### src/shared/mmvd_pkg.sv
// constants for the memory map and vector decoder
// assumes a 16-bit cpu address bus and 8-bit register data
package mmvd_pkg;

    localparam int ADDR_W = 16;
    localparam int DATA_W = 8;
    localparam int PORT_W = 8;

    // populated regions
    localparam logic [15:0] REG_FIRST = 16'h0000;
    localparam logic [15:0] REG_LAST = 16'h007f;
    localparam logic [15:0] RAM_FIRST = 16'h0080;
    localparam logic [15:0] RAM_LAST = 16'h017f;
    localparam logic [15:0] STACK_FIRST = 16'h0140;
    localparam logic [15:0] STACK_LAST = 16'h017f;
    localparam logic [15:0] PROG_FIRST = 16'he000;
    localparam logic [15:0] PROG_LAST = 16'hffff;
    localparam logic [15:0] VEC_FIRST = 16'hffe0;

    // port register offsets
    localparam logic [15:0] OFS_PA_VALUE = 16'h0000;
    localparam logic [15:0] OFS_PA_DIR = 16'h0001;
    localparam logic [15:0] OFS_PA_OPTION = 16'h0002;
    localparam logic [15:0] OFS_GAP = 16'h0003;
    localparam logic [15:0] OFS_PB_VALUE = 16'h0004;
    localparam logic [15:0] OFS_PB_DIR = 16'h0005;
    localparam logic [15:0] OFS_PB_OPTION = 16'h0006;
    localparam logic [15:0] OFS_RSVD_FIRST = 16'h0007;
    localparam logic [15:0] OFS_RSVD_LAST = 16'h001f;

    localparam logic [7:0] PORT_RESET = 8'h00;
    localparam logic [7:0] RSVD_READ = 8'h00;
    localparam logic [7:0] IDLE_READ = 8'h00;

    // two-byte vector slots, high byte at the even address
    localparam logic [15:0] VEC_TIMER_B = 16'hffea;
    localparam logic [15:0] VEC_TIMER_A = 16'hffec;
    localparam logic [15:0] VEC_SERIAL = 16'hffee;
    localparam logic [15:0] VEC_MC_EO = 16'hfff0;
    localparam logic [15:0] VEC_MC_CD = 16'hfff2;
    localparam logic [15:0] VEC_MC_RZ = 16'hfff4;
    localparam logic [15:0] VEC_EXT_B = 16'hfff6;
    localparam logic [15:0] VEC_EXT_A = 16'hfff8;
    localparam logic [15:0] VEC_TRAP = 16'hfffc;
    localparam logic [15:0] VEC_RESET = 16'hfffe;
    localparam logic [15:0] VEC_LO_BYTE = 16'h0001;

    typedef enum logic [3:0] {
        MMVD_SRC_TIMER_B = 4'h0,
        MMVD_SRC_TIMER_A = 4'h1,
        MMVD_SRC_SERIAL = 4'h2,
        MMVD_SRC_MC_EO = 4'h3,
        MMVD_SRC_MC_CD = 4'h4,
        MMVD_SRC_MC_RZ = 4'h5,
        MMVD_SRC_EXT_B = 4'h6,
        MMVD_SRC_EXT_A = 4'h7,
        MMVD_SRC_TRAP = 4'h8,
        MMVD_SRC_RESET = 4'h9
    } mmvd_src_e;

    typedef enum logic [1:0] {
        MMVD_VEC_IDLE,
        MMVD_VEC_LOW
    } mmvd_vec_state_e;

endpackage

### src/core/mmvd_vector_map.sv
// maps an event source to its two-byte vector slot
// assumes a source code from the fetch sequencer; purely combinational
`timescale 1ns/100ps
module mmvd_vector_map (
    input wire logic [3:0] src,
    output logic [15:0] vec_addr,
    output logic vec_ok
);
    import mmvd_pkg::*;

    always_comb begin
        vec_ok = 1'b1;
        vec_addr = VEC_RESET;
        case (src)
            MMVD_SRC_TIMER_B: vec_addr = VEC_TIMER_B;
            MMVD_SRC_TIMER_A: vec_addr = VEC_TIMER_A;
            MMVD_SRC_SERIAL: vec_addr = VEC_SERIAL;
            MMVD_SRC_MC_EO: vec_addr = VEC_MC_EO;
            MMVD_SRC_MC_CD: vec_addr = VEC_MC_CD;
            MMVD_SRC_MC_RZ: vec_addr = VEC_MC_RZ;
            MMVD_SRC_EXT_B: vec_addr = VEC_EXT_B;
            MMVD_SRC_EXT_A: vec_addr = VEC_EXT_A;
            MMVD_SRC_TRAP: vec_addr = VEC_TRAP;
            MMVD_SRC_RESET: vec_addr = VEC_RESET;
            default: begin
                vec_ok = 1'b0;
                vec_addr = VEC_RESET;
            end
        endcase
    end

endmodule

### src/core/mmvd_top.sv
// address decoder, port registers and vector fetch sequencer
// assumes the cpu core drives the register port and vector requests
// synchronously on clk; pins are synchronous inputs
//
// Behaviour
// - decode full 16-bit, 64k byte space
// - register, ram, program regions; rest unmapped
// - stack window 0140h to 017fh inside ram
// - top addresses hold two-byte vectors
// - timer b, timer a, serial vector slots
// - three motor control vector slots
// - port b and port a external slots
// - trap slot; reset exit fetches reset vector
// - port a value, direction, option registers
// - port b value, direction, option registers
// - all port registers reset to zero
// - offset 0003h reserved, nothing behind
// - offsets 0007h to 001fh reserved
//
// The strobed register port was decided locally.
`timescale 1ns/100ps
module mmvd_top (
    input wire logic clk,
    input wire logic srst,
    input wire logic [15:0] reg_addr,
    input wire logic [7:0] reg_wdata,
    input wire logic reg_wr,
    input wire logic reg_rd,
    output logic [7:0] reg_rdata,
    output logic sel_reg_area,
    output logic sel_ram,
    output logic sel_stack,
    output logic sel_program,
    output logic sel_vector,
    output logic sel_none,
    input wire logic [7:0] port_a_in,
    output logic [7:0] port_a_out,
    output logic [7:0] port_a_oe,
    output logic [7:0] port_a_option_out,
    input wire logic [7:0] port_b_in,
    output logic [7:0] port_b_out,
    output logic [7:0] port_b_oe,
    output logic [7:0] port_b_option_out,
    input wire logic vec_req,
    input wire logic [3:0] vec_src,
    output logic vec_busy,
    output logic vec_fetch_valid,
    output logic [15:0] vec_fetch_addr,
    output logic vec_fetch_last,
    output logic vec_src_err
);
    import mmvd_pkg::*;

    logic [7:0] port_a_pin_value_reg;
    logic [7:0] port_a_direction_reg;
    logic [7:0] port_a_option_reg;
    logic [7:0] port_b_pin_value_reg;
    logic [7:0] port_b_direction_reg;
    logic [7:0] port_b_option_reg;

    logic [7:0] reg_rdata_reg;
    logic [7:0] rdata_next;
    logic [7:0] port_a_read;
    logic [7:0] port_b_read;

    logic hit_reg_area;
    logic hit_ram;
    logic hit_stack;
    logic hit_program;
    logic hit_vector;
    logic hit_none;
    logic hit_rsvd;
    logic sel_reg_area_reg;
    logic sel_ram_reg;
    logic sel_stack_reg;
    logic sel_program_reg;
    logic sel_vector_reg;
    logic sel_none_reg;

    mmvd_vec_state_e vec_state_reg;
    logic boot_pend_reg;
    logic [15:0] vec_base_reg;
    logic vec_busy_reg;
    logic vec_fetch_valid_reg;
    logic [15:0] vec_fetch_addr_reg;
    logic vec_fetch_last_reg;
    logic vec_src_err_reg;
    logic [3:0] map_src;
    logic [15:0] map_addr;
    logic map_ok;
    logic vec_take;

    // region decode of the bus address
    always_comb begin
        hit_reg_area = (reg_addr >= REG_FIRST) && (reg_addr <= REG_LAST);
        hit_ram = (reg_addr >= RAM_FIRST) && (reg_addr <= RAM_LAST);
        hit_program = (reg_addr >= PROG_FIRST) && (reg_addr <= PROG_LAST);
        hit_stack = (reg_addr >= STACK_FIRST) && (reg_addr <= STACK_LAST);
        hit_vector = (reg_addr >= VEC_FIRST) && (reg_addr <= PROG_LAST);
        hit_none = !(hit_reg_area || hit_ram || hit_program);
    end

    // reserved register offsets
    always_comb begin
        hit_rsvd = (reg_addr == OFS_GAP) ||
                   ((reg_addr >= OFS_RSVD_FIRST) &&
                    (reg_addr <= OFS_RSVD_LAST));
    end

    // region flags follow each strobe
    always_ff @(posedge clk) begin
        if (srst) begin
            sel_reg_area_reg <= 1'b0;
            sel_ram_reg <= 1'b0;
            sel_stack_reg <= 1'b0;
            sel_program_reg <= 1'b0;
            sel_vector_reg <= 1'b0;
            sel_none_reg <= 1'b0;
        end else if (reg_wr || reg_rd) begin
            sel_reg_area_reg <= hit_reg_area;
            sel_ram_reg <= hit_ram;
            sel_stack_reg <= hit_stack;
            sel_program_reg <= hit_program;
            sel_vector_reg <= hit_vector;
            sel_none_reg <= hit_none;
        end else begin
            sel_reg_area_reg <= 1'b0;
            sel_ram_reg <= 1'b0;
            sel_stack_reg <= 1'b0;
            sel_program_reg <= 1'b0;
            sel_vector_reg <= 1'b0;
            sel_none_reg <= 1'b0;
        end
    end

    // port a registers
    always_ff @(posedge clk) begin
        if (srst) begin
            port_a_pin_value_reg <= PORT_RESET;
            port_a_direction_reg <= PORT_RESET;
            port_a_option_reg <= PORT_RESET;
        end else if (reg_wr) begin
            if (reg_addr == OFS_PA_VALUE) begin
                port_a_pin_value_reg <= reg_wdata;
            end
            if (reg_addr == OFS_PA_DIR) begin
                port_a_direction_reg <= reg_wdata;
            end
            if (reg_addr == OFS_PA_OPTION) begin
                port_a_option_reg <= reg_wdata;
            end
        end
    end

    // port b registers
    always_ff @(posedge clk) begin
        if (srst) begin
            port_b_pin_value_reg <= PORT_RESET;
            port_b_direction_reg <= PORT_RESET;
            port_b_option_reg <= PORT_RESET;
        end else if (reg_wr) begin
            if (reg_addr == OFS_PB_VALUE) begin
                port_b_pin_value_reg <= reg_wdata;
            end
            if (reg_addr == OFS_PB_DIR) begin
                port_b_direction_reg <= reg_wdata;
            end
            if (reg_addr == OFS_PB_OPTION) begin
                port_b_option_reg <= reg_wdata;
            end
        end
    end

    // value read: output bits from the latch, input bits from the pin
    genvar gi;
    generate
        for (gi = 0; gi < PORT_W; gi = gi + 1) begin : g_pin_read
            assign port_a_read[gi] = port_a_direction_reg[gi] ?
                port_a_pin_value_reg[gi] : port_a_in[gi];
            assign port_b_read[gi] = port_b_direction_reg[gi] ?
                port_b_pin_value_reg[gi] : port_b_in[gi];
        end
    endgenerate

    // read multiplexer
    always_comb begin
        rdata_next = IDLE_READ;
        if (reg_rd) begin
            case (reg_addr)
                OFS_PA_VALUE: rdata_next = port_a_read;
                OFS_PA_DIR: rdata_next = port_a_direction_reg;
                OFS_PA_OPTION: rdata_next = port_a_option_reg;
                OFS_PB_VALUE: rdata_next = port_b_read;
                OFS_PB_DIR: rdata_next = port_b_direction_reg;
                OFS_PB_OPTION: rdata_next = port_b_option_reg;
                default: begin
                    if (hit_rsvd) begin
                        rdata_next = RSVD_READ;
                    end else begin
                        rdata_next = IDLE_READ;
                    end
                end
            endcase
        end
    end

    // read data stands one cycle after the strobe
    always_ff @(posedge clk) begin
        if (srst) begin
            reg_rdata_reg <= IDLE_READ;
        end else begin
            reg_rdata_reg <= rdata_next;
        end
    end

    // vector request source, reset exit first
    always_comb begin
        if (boot_pend_reg) begin
            map_src = MMVD_SRC_RESET;
        end else begin
            map_src = vec_src;
        end
        vec_take = (vec_state_reg == MMVD_VEC_IDLE) &&
                   (boot_pend_reg || vec_req);
    end

    mmvd_vector_map u_map (
        .src(map_src),
        .vec_addr(map_addr),
        .vec_ok(map_ok)
    );

    // two-cycle vector fetch: high byte then low byte
    always_ff @(posedge clk) begin
        if (srst) begin
            vec_state_reg <= MMVD_VEC_IDLE;
            boot_pend_reg <= 1'b1;
            vec_base_reg <= VEC_RESET;
            vec_busy_reg <= 1'b0;
            vec_fetch_valid_reg <= 1'b0;
            vec_fetch_addr_reg <= VEC_RESET;
            vec_fetch_last_reg <= 1'b0;
            vec_src_err_reg <= 1'b0;
        end else begin
            vec_fetch_valid_reg <= 1'b0;
            vec_fetch_last_reg <= 1'b0;
            vec_src_err_reg <= 1'b0;
            case (vec_state_reg)
                MMVD_VEC_IDLE: begin
                    if (vec_take) begin
                        boot_pend_reg <= 1'b0;
                        if (map_ok) begin
                            vec_base_reg <= map_addr;
                            vec_fetch_addr_reg <= map_addr;
                            vec_fetch_valid_reg <= 1'b1;
                            vec_busy_reg <= 1'b1;
                            vec_state_reg <= MMVD_VEC_LOW;
                        end else begin
                            vec_src_err_reg <= 1'b1;
                        end
                    end
                end
                MMVD_VEC_LOW: begin
                    vec_fetch_addr_reg <= vec_base_reg | VEC_LO_BYTE;
                    vec_fetch_valid_reg <= 1'b1;
                    vec_fetch_last_reg <= 1'b1;
                    vec_busy_reg <= 1'b0;
                    vec_state_reg <= MMVD_VEC_IDLE;
                end
                default: begin
                    vec_busy_reg <= 1'b0;
                    vec_state_reg <= MMVD_VEC_IDLE;
                end
            endcase
        end
    end

    // outputs straight from flip-flops
    assign reg_rdata = reg_rdata_reg;
    assign sel_reg_area = sel_reg_area_reg;
    assign sel_ram = sel_ram_reg;
    assign sel_stack = sel_stack_reg;
    assign sel_program = sel_program_reg;
    assign sel_vector = sel_vector_reg;
    assign sel_none = sel_none_reg;
    assign port_a_out = port_a_pin_value_reg;
    assign port_a_oe = port_a_direction_reg;
    assign port_a_option_out = port_a_option_reg;
    assign port_b_out = port_b_pin_value_reg;
    assign port_b_oe = port_b_direction_reg;
    assign port_b_option_out = port_b_option_reg;
    assign vec_busy = vec_busy_reg;
    assign vec_fetch_valid = vec_fetch_valid_reg;
    assign vec_fetch_addr = vec_fetch_addr_reg;
    assign vec_fetch_last = vec_fetch_last_reg;
    assign vec_src_err = vec_src_err_reg;

endmodule

### config.mk
export PLATFORM = sky130hd
export DESIGN_NAME = mmvd_top
export DESIGN_NICKNAME = d
export VERILOG_FILES = /design/src/shared/mmvd_pkg.sv /design/src/core/mmvd_vector_map.sv /design/src/core/mmvd_top.sv
export SDC_FILE = /design/constraint.sdc
export NUM_CORES = 1
export LEC_CHECK = 0
export ABC_AREA = 1
export BUFFER_PORTS_ARGS = -buffer_cell sky130_fd_sc_hd__buf_4
export CAP_MARGIN = 20
export CORE_UTILIZATION = 43
export CTS_CLUSTER_SIZE = 14
export DETAILED_ROUTE_END_ITERATION = 16
export PLACE_DENSITY = 0.68
export SETUP_SLACK_MARGIN = 0.5
export SLEW_MARGIN = 20
export SYNTH_ARGS = -nofsm -noshare
export SYNTH_HDL_FRONTEND = slang
export SYNTH_SLANG_ARGS = --single-unit
export TNS_END_PERCENT = 1
### constraint.sdc
create_clock -name clk -period 1.55 [get_ports clk]
set_input_delay 0.0775 -clock clk [delete_from_list [all_inputs] [get_ports clk]]
set_output_delay 0.0775 -clock clk [all_outputs]
set_load 0.005 [all_outputs]
==> results.toml <==
[run_status]
status = "finished clean"

[logic_synthesis]
syn_inst = 490
synth_area_um2 = 3560
synth-seq-cells = 76
seq_area_frac_synth_pct = 42.7
ys_types = 27
avgSynthCellArea_um2 = 7.26
ys_warn_count = 0

[sta]
setup_ws_ns = 0.394
setup_violations = 0
rsz0062_at_grt = "yes"
max_freq_mhz = 865
hold_viol = 0
period_minus_slack_ns = 1.16
period_share_pct = 74.6
hold_slack_ns = 0.00524
skew_ns = 0.00538
slew_violations = 0

[clock_tree]
clk_pin_slew_ns = 0.08
numCtsBuffers = 9
htree_levels = 3
clk_latency_ns = 0.35
cts_sinks = 76
cts_tree = "yes"
cts_root_buffer = "clkbuf_8"
cts_buffer_depth = 2

[final_layout]
layout_commonest_cell = "buf_4"
area_delta_synth_final_pct = 36.8
fin_util_pct = 62.1
fin_area_um2 = 4870
drive_gt1_share_pct = 29.6
layout_common_cells = "133 x buf_4, 75 x dfxtp_1, 67 x inv_1, 67 x nand2_1, 59 x o21ai_0"
layout.nets = 668
diodes = 0

[pwr]
ir_drop_uv = 552
leakagePower_uw = 0.00220
p_per_area_nw_per_um2 = 816

[routing]
drc_errors = 0
wl_mm = 9.92
first_pass_iters = 5
drt_iter0_markers = 130
vias_per_cell = 4.95
wl_per_cell_um = 13.7
dr_total_vias = 3592
ant_nets = 0

[floorplanning]
ioPinCount = 131
fp.coreArea_um2 = 7850
rows = 32
initial_core_util_pct = 45.4
die_w_um = 93.0
die_y_um = 93.0
die_area_um2 = 8650

[critical_path]
crit_type = "flop to flop"
worstPathMaxFanout = 3
critPathCaptureType = "flop"
critPathLaunch = "port_b_oe[4]"
rr_startpoint = "port_b_oe[4]"
cp-start-kind = "flop"
cp_data_required_time_ns = 1.77
crit_arrival_ns = 1.38

[place]
place_area_um2 = 4550
routabilityCongestion = 0.821
dp_hpwl_mm = 7.47
place_ws_ns = -0.0439
io_buffers = 119

[global_route]
track_usage_pct = 23.1
gr-total-overflow = 0
grt_pass1_wl_mm = 15.5
grt_pass1_vias = 3285
antenna_found_initial = 0
grt_max_degree = 30

[min_path]
holdCritPathClass = "input pin to flop"
hold_start = "reg_addr[8]"

[flow_run]
drv_cap = 0
layout make-up:
class / instances / area, um^2
Timing Repair Buffer: 136 / 1030
Clock inverter: 6 / 63.8
Inverter: 70 / 270
Fill cell: 715 / 2980
Sequential cell: 76 / 1530
Tap cell: 102 / 128
Clock buffer: 10 / 128
Multi-Input combinational cell: 326 / 1730
power by group:
part	internal, uW	switching [uW]	total (uW)
combinational	211	252	463
sequential	1990	21.6	2010
clock	744	750	1490
critical path, stage by stage (launching register included):
cell,delay [ns]
dfxtp_1,0.36
inv_1,0.07
nand2_1,0.05
o21ai_0,0.08
nand3_1,0.09
nand2_1,0.05
nor2_1,0.23
a21oi_1,0.10
repair_timing:
item,4_1_cts,5_1_grt
buffers inserted,7,0
gates resized for setup,10,9
pin swaps,5,1
setup endpoints to repair,66,69
hold buffers,2,0
endpoints found under the hold margin,4,0
per-stage QoR:
| stage | total power, uW | cells | setup TNS, ns |
|---|---|---|---|
| after floorplan | 2290 | 500 | 0 |
| after global placement | 2480 | 701 | 0 |
| after detailed placement | 2490 | 701 | -0.262 |
| after CTS | 3980 | 726 | 0 |
| after global routing | 4140 | 726 | 0 |
| final | 3970 | 726 | 0 |
routing by layer:
metal  track usage [%]  vias to the layer above  part of all wire [%]
met3              4.31                       10                   7.6
li1                  -                     1843                     -
met5                 0                        -                     0
met1              28.2                     1609                    42
met4              7.69                        0                   1.3
met2              40.6                      130                    49
cells by family (layout without fill, tap and decap cells):
| family | count (synthesis) | count (layout) | synth area share [%] |
|---|---|---|---|
| AO/OA/AOI/OAI | 128 | 128 | 18.1 |
| buffers and inverters | 98 | 222 | 12.8 |
| flip-flops | 76 | 76 | 42.7 |
| other | 1 | 11 | 0.105 |
| AND/OR/NAND/NOR | 187 | 187 | 26.3 |
final timing paths:
| kind | endpoint | slack [ns] | cells past startpoint |
|---|---|---|---|
| worst max-delay path | reg_rdata[4] | 0.39 | 7 |
| worst min-delay path | sel_stack | 0.005 | 3 |
| worst max register to register | reg_rdata[4] | 0.39 | 7 |
| worst min register to register | vec_base_reg[1] | 0.46 | 2 |
synthesized netlist by cell type:
cell      count  area, um^2
nor2_4        4        45.0
o211ai_1      1        7.51
nor4_1        2        12.5
dfxtp_1      76        1520
nor2_8        3        60.1
a21oi_1      57         285
nand3_2       6        60.1
clkinv_1      1        3.75
inv_1        69         259
clkbuf_1      6        22.5
nand3_1      56         280
buf_4        11        82.6
buf_2         6        30.0
buf_6         5        56.3
nor2_1       28         105
nor3b_1       1        7.51
nand2_4       1        11.3
nand2_1      73         274
or2_2         1        6.26
nand4_1       5        31.3
o21ai_0      66         330
nor3_1        1        5.00
nand2_2       2        12.5
nor2_2        4        25.0
a31oi_1       1        6.26
conb_1        1        3.75
o21ai_1       3        15.0
No activity file was read; power rests on OpenSTA's default activity.
